[src/shared/csr_defs.vh]
// Constants for the system CSR slice: offsets, fields, reset values and timing
`ifndef CSR_DEFS_VH
`define CSR_DEFS_VH

`define ADDR_W               12
`define WORD_MASK            12'hFFC

`define OFF_CHIP_CHIP_IDENTITY_REVISION      12'h050
`define OFF_TOP_INT_STATUS   12'h058
`define OFF_TOP_INT_ENABLE   12'h05C
`define OFF_BYTE_ORDER       12'h064
`define OFF_HW_CONFIG        12'h074
`define OFF_POWER_MGMT_CTRL  12'h084
`define OFF_PIN_TOP_INTERRUPT_STATUS_EN   12'h1E8
`define OFF_RESET_CONTROL    12'h1F8

`define BYTE_ORDER_PATTERN   32'h87654321
`define BYTE_ORDER_IN_RESET  32'h00000000
`define PIN_STS_LSB          0
`define PIN_EN_LSB           16
`define PIN_STS_LANE         0
`define PIN_EN_LANE          2
`define HARDWARE_CONFIGURATION_READY_BIT     27
`define PMT_READY_BIT        0
`define TOP_GPIO_BIT         12
`define TOP_READY_BIT        30
`define RESET_DIGITAL_BIT    0
`define ID_LSB               16

`define RESP_OKAY            2'h0
`define RESP_DECERR          2'h3

`define CLK_PERIOD_NS        25
`define PIN_MIN_ACTIVE_NS    40
`define RESET_HOLD_NS        200
`define STABLE_WAIT_NS       1000

`endif

[src/rtl/pin_level_status.v]
// Level-sensitive pin interrupt status with minimum-width filter and write-one-to-clear
`timescale 1ns/10ps
`include "csr_defs.vh"
module pin_level_status #(
    parameter WIDTH = 8
) (
    input  wire             aclk,
    input  wire             aresetn,
    input  wire [WIDTH-1:0] pin_level,
    input  wire [WIDTH-1:0] trigger_high,
    input  wire [WIDTH-1:0] clear_mask,
    output wire [WIDTH-1:0] status
);
    localparam FILTER = (`PIN_MIN_ACTIVE_NS + `CLK_PERIOD_NS - 1) / `CLK_PERIOD_NS;
    localparam [1:0] FILTER_CNT = FILTER[1:0];

    reg  [WIDTH-1:0] status_reg;
    wire [WIDTH-1:0] seen;
    genvar i;

    generate
        for (i = 0; i < WIDTH; i = i + 1) begin : g_pin
            reg  [1:0] cnt_reg;
            // Polarity chosen per pin: high level or low level
            wire       active = trigger_high[i] ? pin_level[i] : ~pin_level[i];
            always @(posedge aclk) begin
                if (!aresetn) begin
                    cnt_reg <= 2'h0;
                end else if (!active) begin
                    cnt_reg <= 2'h0;
                end else if (cnt_reg != FILTER_CNT) begin
                    cnt_reg <= cnt_reg + 2'h1;
                end
            end
            // Level must stay active across the minimum time to count
            assign seen[i] = active && (cnt_reg == FILTER_CNT - 2'h1 || cnt_reg == FILTER_CNT);
        end
    endgenerate

    always @(posedge aclk) begin
        if (!aresetn) begin
            status_reg <= {WIDTH{1'b0}};
        end else begin
            // Set regardless of enable, set wins over clear
            status_reg <= (status_reg & ~clear_mask) | seen;
        end
    end

    assign status = status_reg;
endmodule // pin_level_status

[src/rtl/ready_sequencer.v]
// Device reset and ready sequencing after power-up, digital reset and power saving
`timescale 1ns/10ps
`include "csr_defs.vh"
module ready_sequencer (
    input  wire aclk,
    input  wire aresetn,
    input  wire digital_reset,
    input  wire power_save,
    output reg  in_reset,
    output reg  ready
);
    localparam HOLD   = (`RESET_HOLD_NS + `CLK_PERIOD_NS - 1) / `CLK_PERIOD_NS;
    localparam STABLE = (`STABLE_WAIT_NS + `CLK_PERIOD_NS - 1) / `CLK_PERIOD_NS;
    localparam [7:0] HOLD_CNT   = HOLD[7:0];
    localparam [7:0] STABLE_CNT = STABLE[7:0];
    localparam [3:0] S_RESET  = 4'h1;
    localparam [3:0] S_STABLE = 4'h2;
    localparam [3:0] S_READY  = 4'h4;
    localparam [3:0] S_SLEEP  = 4'h8;

    reg [3:0] state_reg;
    reg [7:0] cnt_reg;

    always @(posedge aclk) begin
        if (!aresetn) begin
            state_reg <= S_RESET;
            cnt_reg   <= 8'h00;
            in_reset  <= 1'b1;
            ready     <= 1'b0;
        end else if (digital_reset) begin
            state_reg <= S_RESET;
            cnt_reg   <= 8'h00;
            in_reset  <= 1'b1;
            ready     <= 1'b0;
        end else begin
            case (state_reg)
                S_RESET: begin
                    cnt_reg <= cnt_reg + 8'h01;
                    if (cnt_reg == HOLD_CNT - 8'h01) begin
                        state_reg <= S_STABLE;
                        cnt_reg   <= 8'h00;
                        in_reset  <= 1'b0;
                    end
                end
                S_STABLE: begin
                    if (power_save) begin
                        state_reg <= S_SLEEP;
                    end else begin
                        cnt_reg <= cnt_reg + 8'h01;
                        if (cnt_reg == STABLE_CNT - 8'h01) begin
                            state_reg <= S_READY;
                            ready     <= 1'b1; // Set once logic is stable
                        end
                    end
                end
                S_READY: begin
                    if (power_save) begin
                        state_reg <= S_SLEEP;
                        ready     <= 1'b0; // Low while power saving
                    end
                end
                S_SLEEP: begin
                    if (!power_save) begin
                        state_reg <= S_STABLE;
                        cnt_reg   <= 8'h00;
                    end
                end
                default: begin
                    state_reg <= S_RESET;
                    cnt_reg   <= 8'h00;
                    in_reset  <= 1'b1;
                    ready     <= 1'b0;
                end
            endcase
        end
    end
endmodule // ready_sequencer

[src/rtl/system_csr_bank.v]
// System CSR slice: pin interrupts, identity, byte order, ready, AXI4-Lite slave
//
// The AXI4-Lite slave port is this design's own decision.
`timescale 1ns/10ps
`include "csr_defs.vh"
module system_csr_bank #(
    parameter        PINS     = 8,
    parameter [15:0] CHIP_ID  = 16'h0C5A, // Arbitrary value
    parameter [15:0] REVISION = 16'h0001
) (
    input  wire                 aclk,
    input  wire                 aresetn,
    input  wire [`ADDR_W-1:0]   s_axi_awaddr,
    input  wire [2:0]           s_axi_awprot,
    input  wire                 s_axi_awvalid,
    output reg                  s_axi_awready,
    input  wire [31:0]          s_axi_wdata,
    input  wire [3:0]           s_axi_wstrb,
    input  wire                 s_axi_wvalid,
    output reg                  s_axi_wready,
    output reg  [1:0]           s_axi_bresp,
    output reg                  s_axi_bvalid,
    input  wire                 s_axi_bready,
    input  wire [`ADDR_W-1:0]   s_axi_araddr,
    input  wire [2:0]           s_axi_arprot,
    input  wire                 s_axi_arvalid,
    output reg                  s_axi_arready,
    output reg  [31:0]          s_axi_rdata,
    output reg  [1:0]           s_axi_rresp,
    output reg                  s_axi_rvalid,
    input  wire                 s_axi_rready,
    input  wire [PINS-1:0]      pin_level,
    input  wire [PINS-1:0]      pin_trigger_high,
    input  wire                 power_save,
    output reg                  irq,
    output reg                  gpio_event,
    output reg                  device_ready
);
    // Chip identity value is arbitrary
    localparam [31:0] ID_WORD = {CHIP_ID, REVISION};

    reg  [`ADDR_W-1:0] aw_addr_reg;
    reg                aw_full_reg;
    reg  [31:0]        w_data_reg;
    reg  [3:0]         w_strb_reg;
    reg                w_full_reg;
    reg  [PINS-1:0]    pin_en_reg;
    reg                top_gpio_en_reg;
    reg                top_ready_en_reg;
    reg                ready_sts_reg;
    reg                ready_prev_reg;
    reg                digital_reset_reg;
    reg  [PINS-1:0]    pin_clear_next;
    reg  [31:0]        rdata_next;
    reg  [1:0]         rresp_next;
    reg                wr_hit;
    wire [PINS-1:0]    pin_status;
    wire               in_reset;
    wire               ready;
    wire               do_write;
    wire               gpio_event_next;
    wire               ready_rise;
    wire [`ADDR_W-1:0] wr_addr;
    wire [`ADDR_W-1:0] rd_addr;

    // Word address of a byte address; any byte of a word selects the word
    function [`ADDR_W-1:0] word_of;
        input [`ADDR_W-1:0] addr;
        begin
            word_of = addr & `WORD_MASK;
        end
    endfunction

    pin_level_status #(
        .WIDTH (PINS)
    ) u_pins (
        .aclk         (aclk),
        .aresetn      (aresetn),
        .pin_level    (pin_level),
        .trigger_high (pin_trigger_high),
        .clear_mask   (pin_clear_next),
        .status       (pin_status)
    );

    ready_sequencer u_ready (
        .aclk          (aclk),
        .aresetn       (aresetn),
        .digital_reset (digital_reset_reg),
        .power_save    (power_save),
        .in_reset      (in_reset),
        .ready         (ready)
    );

    assign wr_addr         = word_of(aw_addr_reg);
    assign rd_addr         = word_of(s_axi_araddr);
    assign do_write        = aw_full_reg && w_full_reg && !s_axi_bvalid;
    assign gpio_event_next = |(pin_status & pin_en_reg);
    assign ready_rise      = ready && !ready_prev_reg;

    // Write address and data are taken independently
    always @(posedge aclk) begin
        if (!aresetn) begin
            aw_full_reg   <= 1'b0;
            aw_addr_reg   <= {`ADDR_W{1'b0}};
            w_full_reg    <= 1'b0;
            w_data_reg    <= 32'h00000000;
            w_strb_reg    <= 4'h0;
            s_axi_awready <= 1'b0;
            s_axi_wready  <= 1'b0;
            s_axi_bvalid  <= 1'b0;
            s_axi_bresp   <= `RESP_OKAY;
        end else begin
            s_axi_awready <= 1'b0;
            s_axi_wready  <= 1'b0;
            if (s_axi_awvalid && !aw_full_reg && !s_axi_awready) begin
                s_axi_awready <= 1'b1;
                aw_full_reg   <= 1'b1;
                aw_addr_reg   <= s_axi_awaddr;
            end
            if (s_axi_wvalid && !w_full_reg && !s_axi_wready) begin
                s_axi_wready <= 1'b1;
                w_full_reg   <= 1'b1;
                w_data_reg   <= s_axi_wdata;
                w_strb_reg   <= s_axi_wstrb;
            end
            if (do_write) begin
                aw_full_reg  <= 1'b0;
                w_full_reg   <= 1'b0;
                s_axi_bvalid <= 1'b1;
                s_axi_bresp  <= wr_hit ? `RESP_OKAY : `RESP_DECERR;
            end else if (s_axi_bvalid && s_axi_bready) begin
                s_axi_bvalid <= 1'b0;
            end
        end
    end

    // Write decode; writes made before ready are dropped but answered
    always @* begin
        wr_hit         = 1'b0;
        pin_clear_next = {PINS{1'b0}};
        case (wr_addr)
            `OFF_CHIP_CHIP_IDENTITY_REVISION,
            `OFF_BYTE_ORDER,
            `OFF_HW_CONFIG,
            `OFF_POWER_MGMT_CTRL,
            `OFF_TOP_INT_ENABLE,
            `OFF_TOP_INT_STATUS,
            `OFF_RESET_CONTROL:    wr_hit = 1'b1; // Read-only ones ignore writes
            `OFF_PIN_TOP_INTERRUPT_STATUS_EN: begin
                wr_hit = 1'b1;
                if (do_write && ready && w_strb_reg[`PIN_STS_LANE]) begin
                    pin_clear_next = w_data_reg[`PIN_STS_LSB +: PINS];
                end
            end
            default:               wr_hit = 1'b0;
        endcase
    end

    always @(posedge aclk) begin
        if (!aresetn) begin
            pin_en_reg        <= {PINS{1'b0}};
            top_gpio_en_reg   <= 1'b0;
            top_ready_en_reg  <= 1'b0;
            digital_reset_reg <= 1'b0;
        end else begin
            digital_reset_reg <= 1'b0;
            if (do_write && ready) begin
                if (wr_addr == `OFF_PIN_TOP_INTERRUPT_STATUS_EN && w_strb_reg[`PIN_EN_LANE]) begin
                    pin_en_reg <= w_data_reg[`PIN_EN_LSB +: PINS];
                end
                if (wr_addr == `OFF_TOP_INT_ENABLE) begin
                    if (w_strb_reg[`TOP_GPIO_BIT / 8]) begin
                        top_gpio_en_reg <= w_data_reg[`TOP_GPIO_BIT];
                    end
                    if (w_strb_reg[`TOP_READY_BIT / 8]) begin
                        top_ready_en_reg <= w_data_reg[`TOP_READY_BIT];
                    end
                end
                if (wr_addr == `OFF_RESET_CONTROL && w_strb_reg[`RESET_DIGITAL_BIT / 8]) begin
                    digital_reset_reg <= w_data_reg[`RESET_DIGITAL_BIT];
                end
            end
        end
    end

    // Device-ready event is sticky; a new rise wins over a clear
    always @(posedge aclk) begin
        if (!aresetn) begin
            ready_prev_reg <= 1'b0;
            ready_sts_reg  <= 1'b0;
        end else begin
            ready_prev_reg <= ready;
            if (ready_rise) begin
                ready_sts_reg <= 1'b1;
            end else if (do_write && ready && wr_addr == `OFF_TOP_INT_STATUS
                         && w_strb_reg[`TOP_READY_BIT / 8] && w_data_reg[`TOP_READY_BIT]) begin
                ready_sts_reg <= 1'b0;
            end
        end
    end

    // Read decode; unused bits stay zero
    always @* begin
        rdata_next = 32'h00000000;
        rresp_next = `RESP_OKAY;
        case (rd_addr)
            `OFF_CHIP_CHIP_IDENTITY_REVISION:     rdata_next = ID_WORD;
            `OFF_BYTE_ORDER:      rdata_next = in_reset ? `BYTE_ORDER_IN_RESET
                                                        : `BYTE_ORDER_PATTERN;
            `OFF_HW_CONFIG:       rdata_next[`HARDWARE_CONFIGURATION_READY_BIT] = ready;
            `OFF_POWER_MGMT_CTRL: rdata_next[`PMT_READY_BIT] = ready;
            `OFF_TOP_INT_STATUS: begin
                rdata_next[`TOP_GPIO_BIT]  = gpio_event;
                rdata_next[`TOP_READY_BIT] = ready_sts_reg;
            end
            `OFF_TOP_INT_ENABLE: begin
                rdata_next[`TOP_GPIO_BIT]  = top_gpio_en_reg;
                rdata_next[`TOP_READY_BIT] = top_ready_en_reg;
            end
            `OFF_RESET_CONTROL:   rdata_next = 32'h00000000;
            `OFF_PIN_TOP_INTERRUPT_STATUS_EN: begin
                rdata_next[`PIN_STS_LSB +: PINS] = pin_status;
                rdata_next[`PIN_EN_LSB +: PINS]  = pin_en_reg;
            end
            default:              rresp_next = `RESP_DECERR;
        endcase
    end

    // Full word always returned, so byte reads need no pairing
    always @(posedge aclk) begin
        if (!aresetn) begin
            s_axi_arready <= 1'b0;
            s_axi_rvalid  <= 1'b0;
            s_axi_rdata   <= 32'h00000000;
            s_axi_rresp   <= `RESP_OKAY;
        end else begin
            s_axi_arready <= 1'b0;
            if (s_axi_arvalid && !s_axi_rvalid && !s_axi_arready) begin
                s_axi_arready <= 1'b1;
                s_axi_rvalid  <= 1'b1;
                s_axi_rdata   <= rdata_next;
                s_axi_rresp   <= rresp_next;
            end else if (s_axi_rvalid && s_axi_rready) begin
                s_axi_rvalid <= 1'b0;
            end
        end
    end

    always @(posedge aclk) begin
        if (!aresetn) begin
            gpio_event   <= 1'b0;
            irq          <= 1'b0;
            device_ready <= 1'b0;
        end else begin
            gpio_event   <= gpio_event_next;
            device_ready <= ready;
            irq          <= (gpio_event_next && top_gpio_en_reg)
                            || (ready_sts_reg && top_ready_en_reg);
        end
    end
endmodule // system_csr_bank

[config.mk]
export PLATFORM = sky130hd
export DESIGN_NAME = system_csr_bank
export DESIGN_NICKNAME = d
export VERILOG_FILES = /design/src/rtl/pin_level_status.v /design/src/rtl/ready_sequencer.v /design/src/rtl/system_csr_bank.v
export VERILOG_INCLUDE_DIRS = /design/src /design/src/shared
export SDC_FILE = /design/constraint.sdc
export NUM_CORES = 1
export LEC_CHECK = 0
export BUFFER_PORTS_ARGS = -buffer_cell sky130_fd_sc_hd__clkbuf_2
export CAP_MARGIN = 20
export CORE_UTILIZATION = 42
export DETAILED_ROUTE_END_ITERATION = 16
export PLACE_DENSITY = 0.68
export SYNTH_ARGS = -nofsm -noshare
export SYNTH_HDL_FRONTEND = slang
export SYNTH_SLANG_ARGS = --single-unit
[constraint.sdc]
create_clock -name aclk -period 1.6 [get_ports aclk]
set_clock_uncertainty 0.1 [all_clocks]
set_input_delay 0.24 -clock aclk [delete_from_list [all_inputs] [get_ports aclk]]
set_output_delay 0.24 -clock aclk [all_outputs]
set_load 0.02 [all_outputs]
==> results.cfg <==
[grt]
grtUsageTotal_pct = 21.5
grt_max_degree = 26
antenna_found_initial = 0
grt_first_pass_wirelength_um = 22000
grt.overflow.total = 0
grt_pass1_vias = 4733

[place]
dpl.hpwl_um = 9500
gp_congestion = 0.855
post-place-ws_ns = -0.244
dp_cells = 890
port_buffers = 103
place_area_um2 = 6300

[routing]
wire_per_inst_um = 14.1
routed_wl_um = 13500
drc = 0
first_pass_iters = 6
drt_first_iter_violations = 355
viasPerCell = 5.14
ant_nets = 0
vias = 4926

[logic_synthesis]
async_flop_share_pct = 0
synthFlopType = dfxtp_1
synth_edf_count = 0
yosysSeqAreaShare_pct = 44.1
synth_cells = 597
syn_area_um2 = 5220
yosysWarnings = 0
synth-seq-cells = 115
yosysUniqueCellTypes = 67
syn_area_per_cell_um2 = 8.75

[setup_path]
required_ns = 1.77
critical_path_arrival_ns = 1.80
startpoint_type = register
crit_type = register to register
critPathMaxFanout = 6
endpoint_kind = register

[power_and_ir_drop]
power.density_nw_per_um2 = 1040
p_leak_uw = 0.00313
p_total_uw = 7710
peakVddDrop_mv = 0.666

[layout]
syn2layout_area_growth_pct = 41.9
diodes = 0
drive_above_1_share_pct = 32.4
fin_area_um2 = 7410
fill_cells = 1001
largest_reg_flops = 21
final_cells = 959
final_nets = 877

[clock_tree]
clk_path_buf_depth = 2
htree_num_levels = 4
path_clk_slew_ns = 0.05
clock-root-buffer = clkbuf_16
tritoncts = yes
clk_latency_ns = 0.40
cts_sinks = 115
cts_buffers = 17

[status]
outcome = complete, but fails checks
violations = setup timing

[timing]
period_needed_ns = 1.63
hold_viol = 0
finalWorstSetupSlack_ns = -0.0343
rsz0062_at_grt = true
timing.final.crit_share_pct = 102
setup_violations = 14
fmax_mhz = 612
drv_slew = 0

[flow_run]
cap_violations = 0

[die]
num_io_pins = 134
die_area_um2 = 12900
fp.coreArea_um2 = 12100
dieWidth_um = 113
die_h_um = 113
start_util_pct = 43.3
rows = 40

[min_path]
hold_class = input pin to register
[placed cells by master, fill, tap and decap left out, types with 4 or more instances in the layout]
master	count
nand2b_1	13
nor2_1	66
xor2_1	15
a21oi_1	60
conb_1	6
xnor2_1	4
dfxtp_1	104
a21boi_0	4
inv_1	14
nand3_1	13
mux2i_1	21
o21a_1	9
nor4_1	5
ha_1	8
nor2b_1	4
clkinv_2	5
a22oi_1	4
o21ai_0	19
clkbuf_16	17
dlygate4sd3_1	33
or2_2	6
dfxtp_2	8
buf_6	4
nor3b_2	4
clkbuf_2	103
buf_4	55
buf_12	4
nand2_1	76
[cell usage after synthesis (6+ instances only)]
cell type    n  area, um2
buf_4       14        105
dfxtp_1    115       2300
buf_2        6       30.0
nand2_1     76        285
o21a_1       9       67.6
clkbuf_1    20       75.1
ha_1         9        113
a21oi_1     62        310
inv_1       15       56.3
nor4_1       6       37.5
mux2i_1     21        210
nor3b_1      6       45.0
o21ai_0     19       95.1
nand2b_1    14       87.6
xor2_1      16        140
nand3_1     13       65.1
or2_2        7       43.8
nor2_1      67        251
[per-layer routing]
layer / wire, um / global-route usage [%]
met1: 5650 / 25.0
met2: 6980 / 38.1
met3: 667 / 5.21
met4: 238 / 8.33
met5: 0 / 0
[worst paths after layout]
| path | from | endpoint | cells after the start | slack [ns] |
|---|---|---|---|---|
| setup / recovery | aw_addr_reg[7] | top_ready_en_reg | 4 | -0.03 |
| setup reg to reg | aw_addr_reg[7] | top_ready_en_reg | 4 | -0.03 |
| hold reg to reg | s_axi_rdata[1] | s_axi_rdata[1] | 2 | 0.35 |
| hold / removal | s_axi_wstrb[2] | w_strb_reg[2] | 3 | 0.02 |
[final cells by class]
type / instances / area (um2) / share of cell area [%]
multi-input cells: 430 / 2870 / 38.7
flip-flops and latches: 115 / 2320 / 31.4
repair buffers: 199 / 1380 / 18.7
clock buffers: 19 / 433 / 5.84
well taps: 168 / 210 / 2.84
clock inverters: 13 / 133 / 1.79
inverters: 15 / 56.3 / 0.760
[cell families after synthesis]
logic type,count (synthesis),share of synthesized area [%]
adder cells (fa/ha/maj),9,2.16
XOR/XNOR,20,3.35
other,1,0.0718
multiplexers,22,4.24
flip-flops,115,44.1
AO/OA/AOI/OAI,136,16.2
AND/OR/NAND/NOR,237,24.4
buffers and inverters,57,5.42
[per-stage QoR]
stage | hold slack, ns | util (%) | setup TNS [ns]
finish | 0.0153 | 61.4 | -0.229
global route | 0.0151 | 61.4 | -1.19
CTS | 0.00313 | 60.5 | -0.0459
detailed placement | 0.346 | 52.2 | -2.39
global placement | 0.340 | 52.2 | -1.86
floorplan | 0.276 | - | -0.537
[power by group]
group / switching [uW] / leakage [uW] / internal (uW)
Sequential: 111 / 0.000945 / 3020
Clock: 1330 / 0.000278 / 2290
Combinational: 503 / 0.00190 / 459
[critical path, cell delays in order, from the launching register on]
cell and delay [ns]:
dfxtp_1 0.30, nand2b_1 0.16, or4_4 0.55, o311ai_2 0.26, o41ai_1 0.13
[repair_timing]
item                                    4_1_cts  5_1_grt
endpoints found under the setup margin       22       35
pin swaps                                     6        8
buffers inserted                              3        1
cloned                                        0        0
hold buffers                                 33        0
gates resized for setup                      18       21
hold endpoints to repair                     33        0
Power figures use the tool's default switching activity.
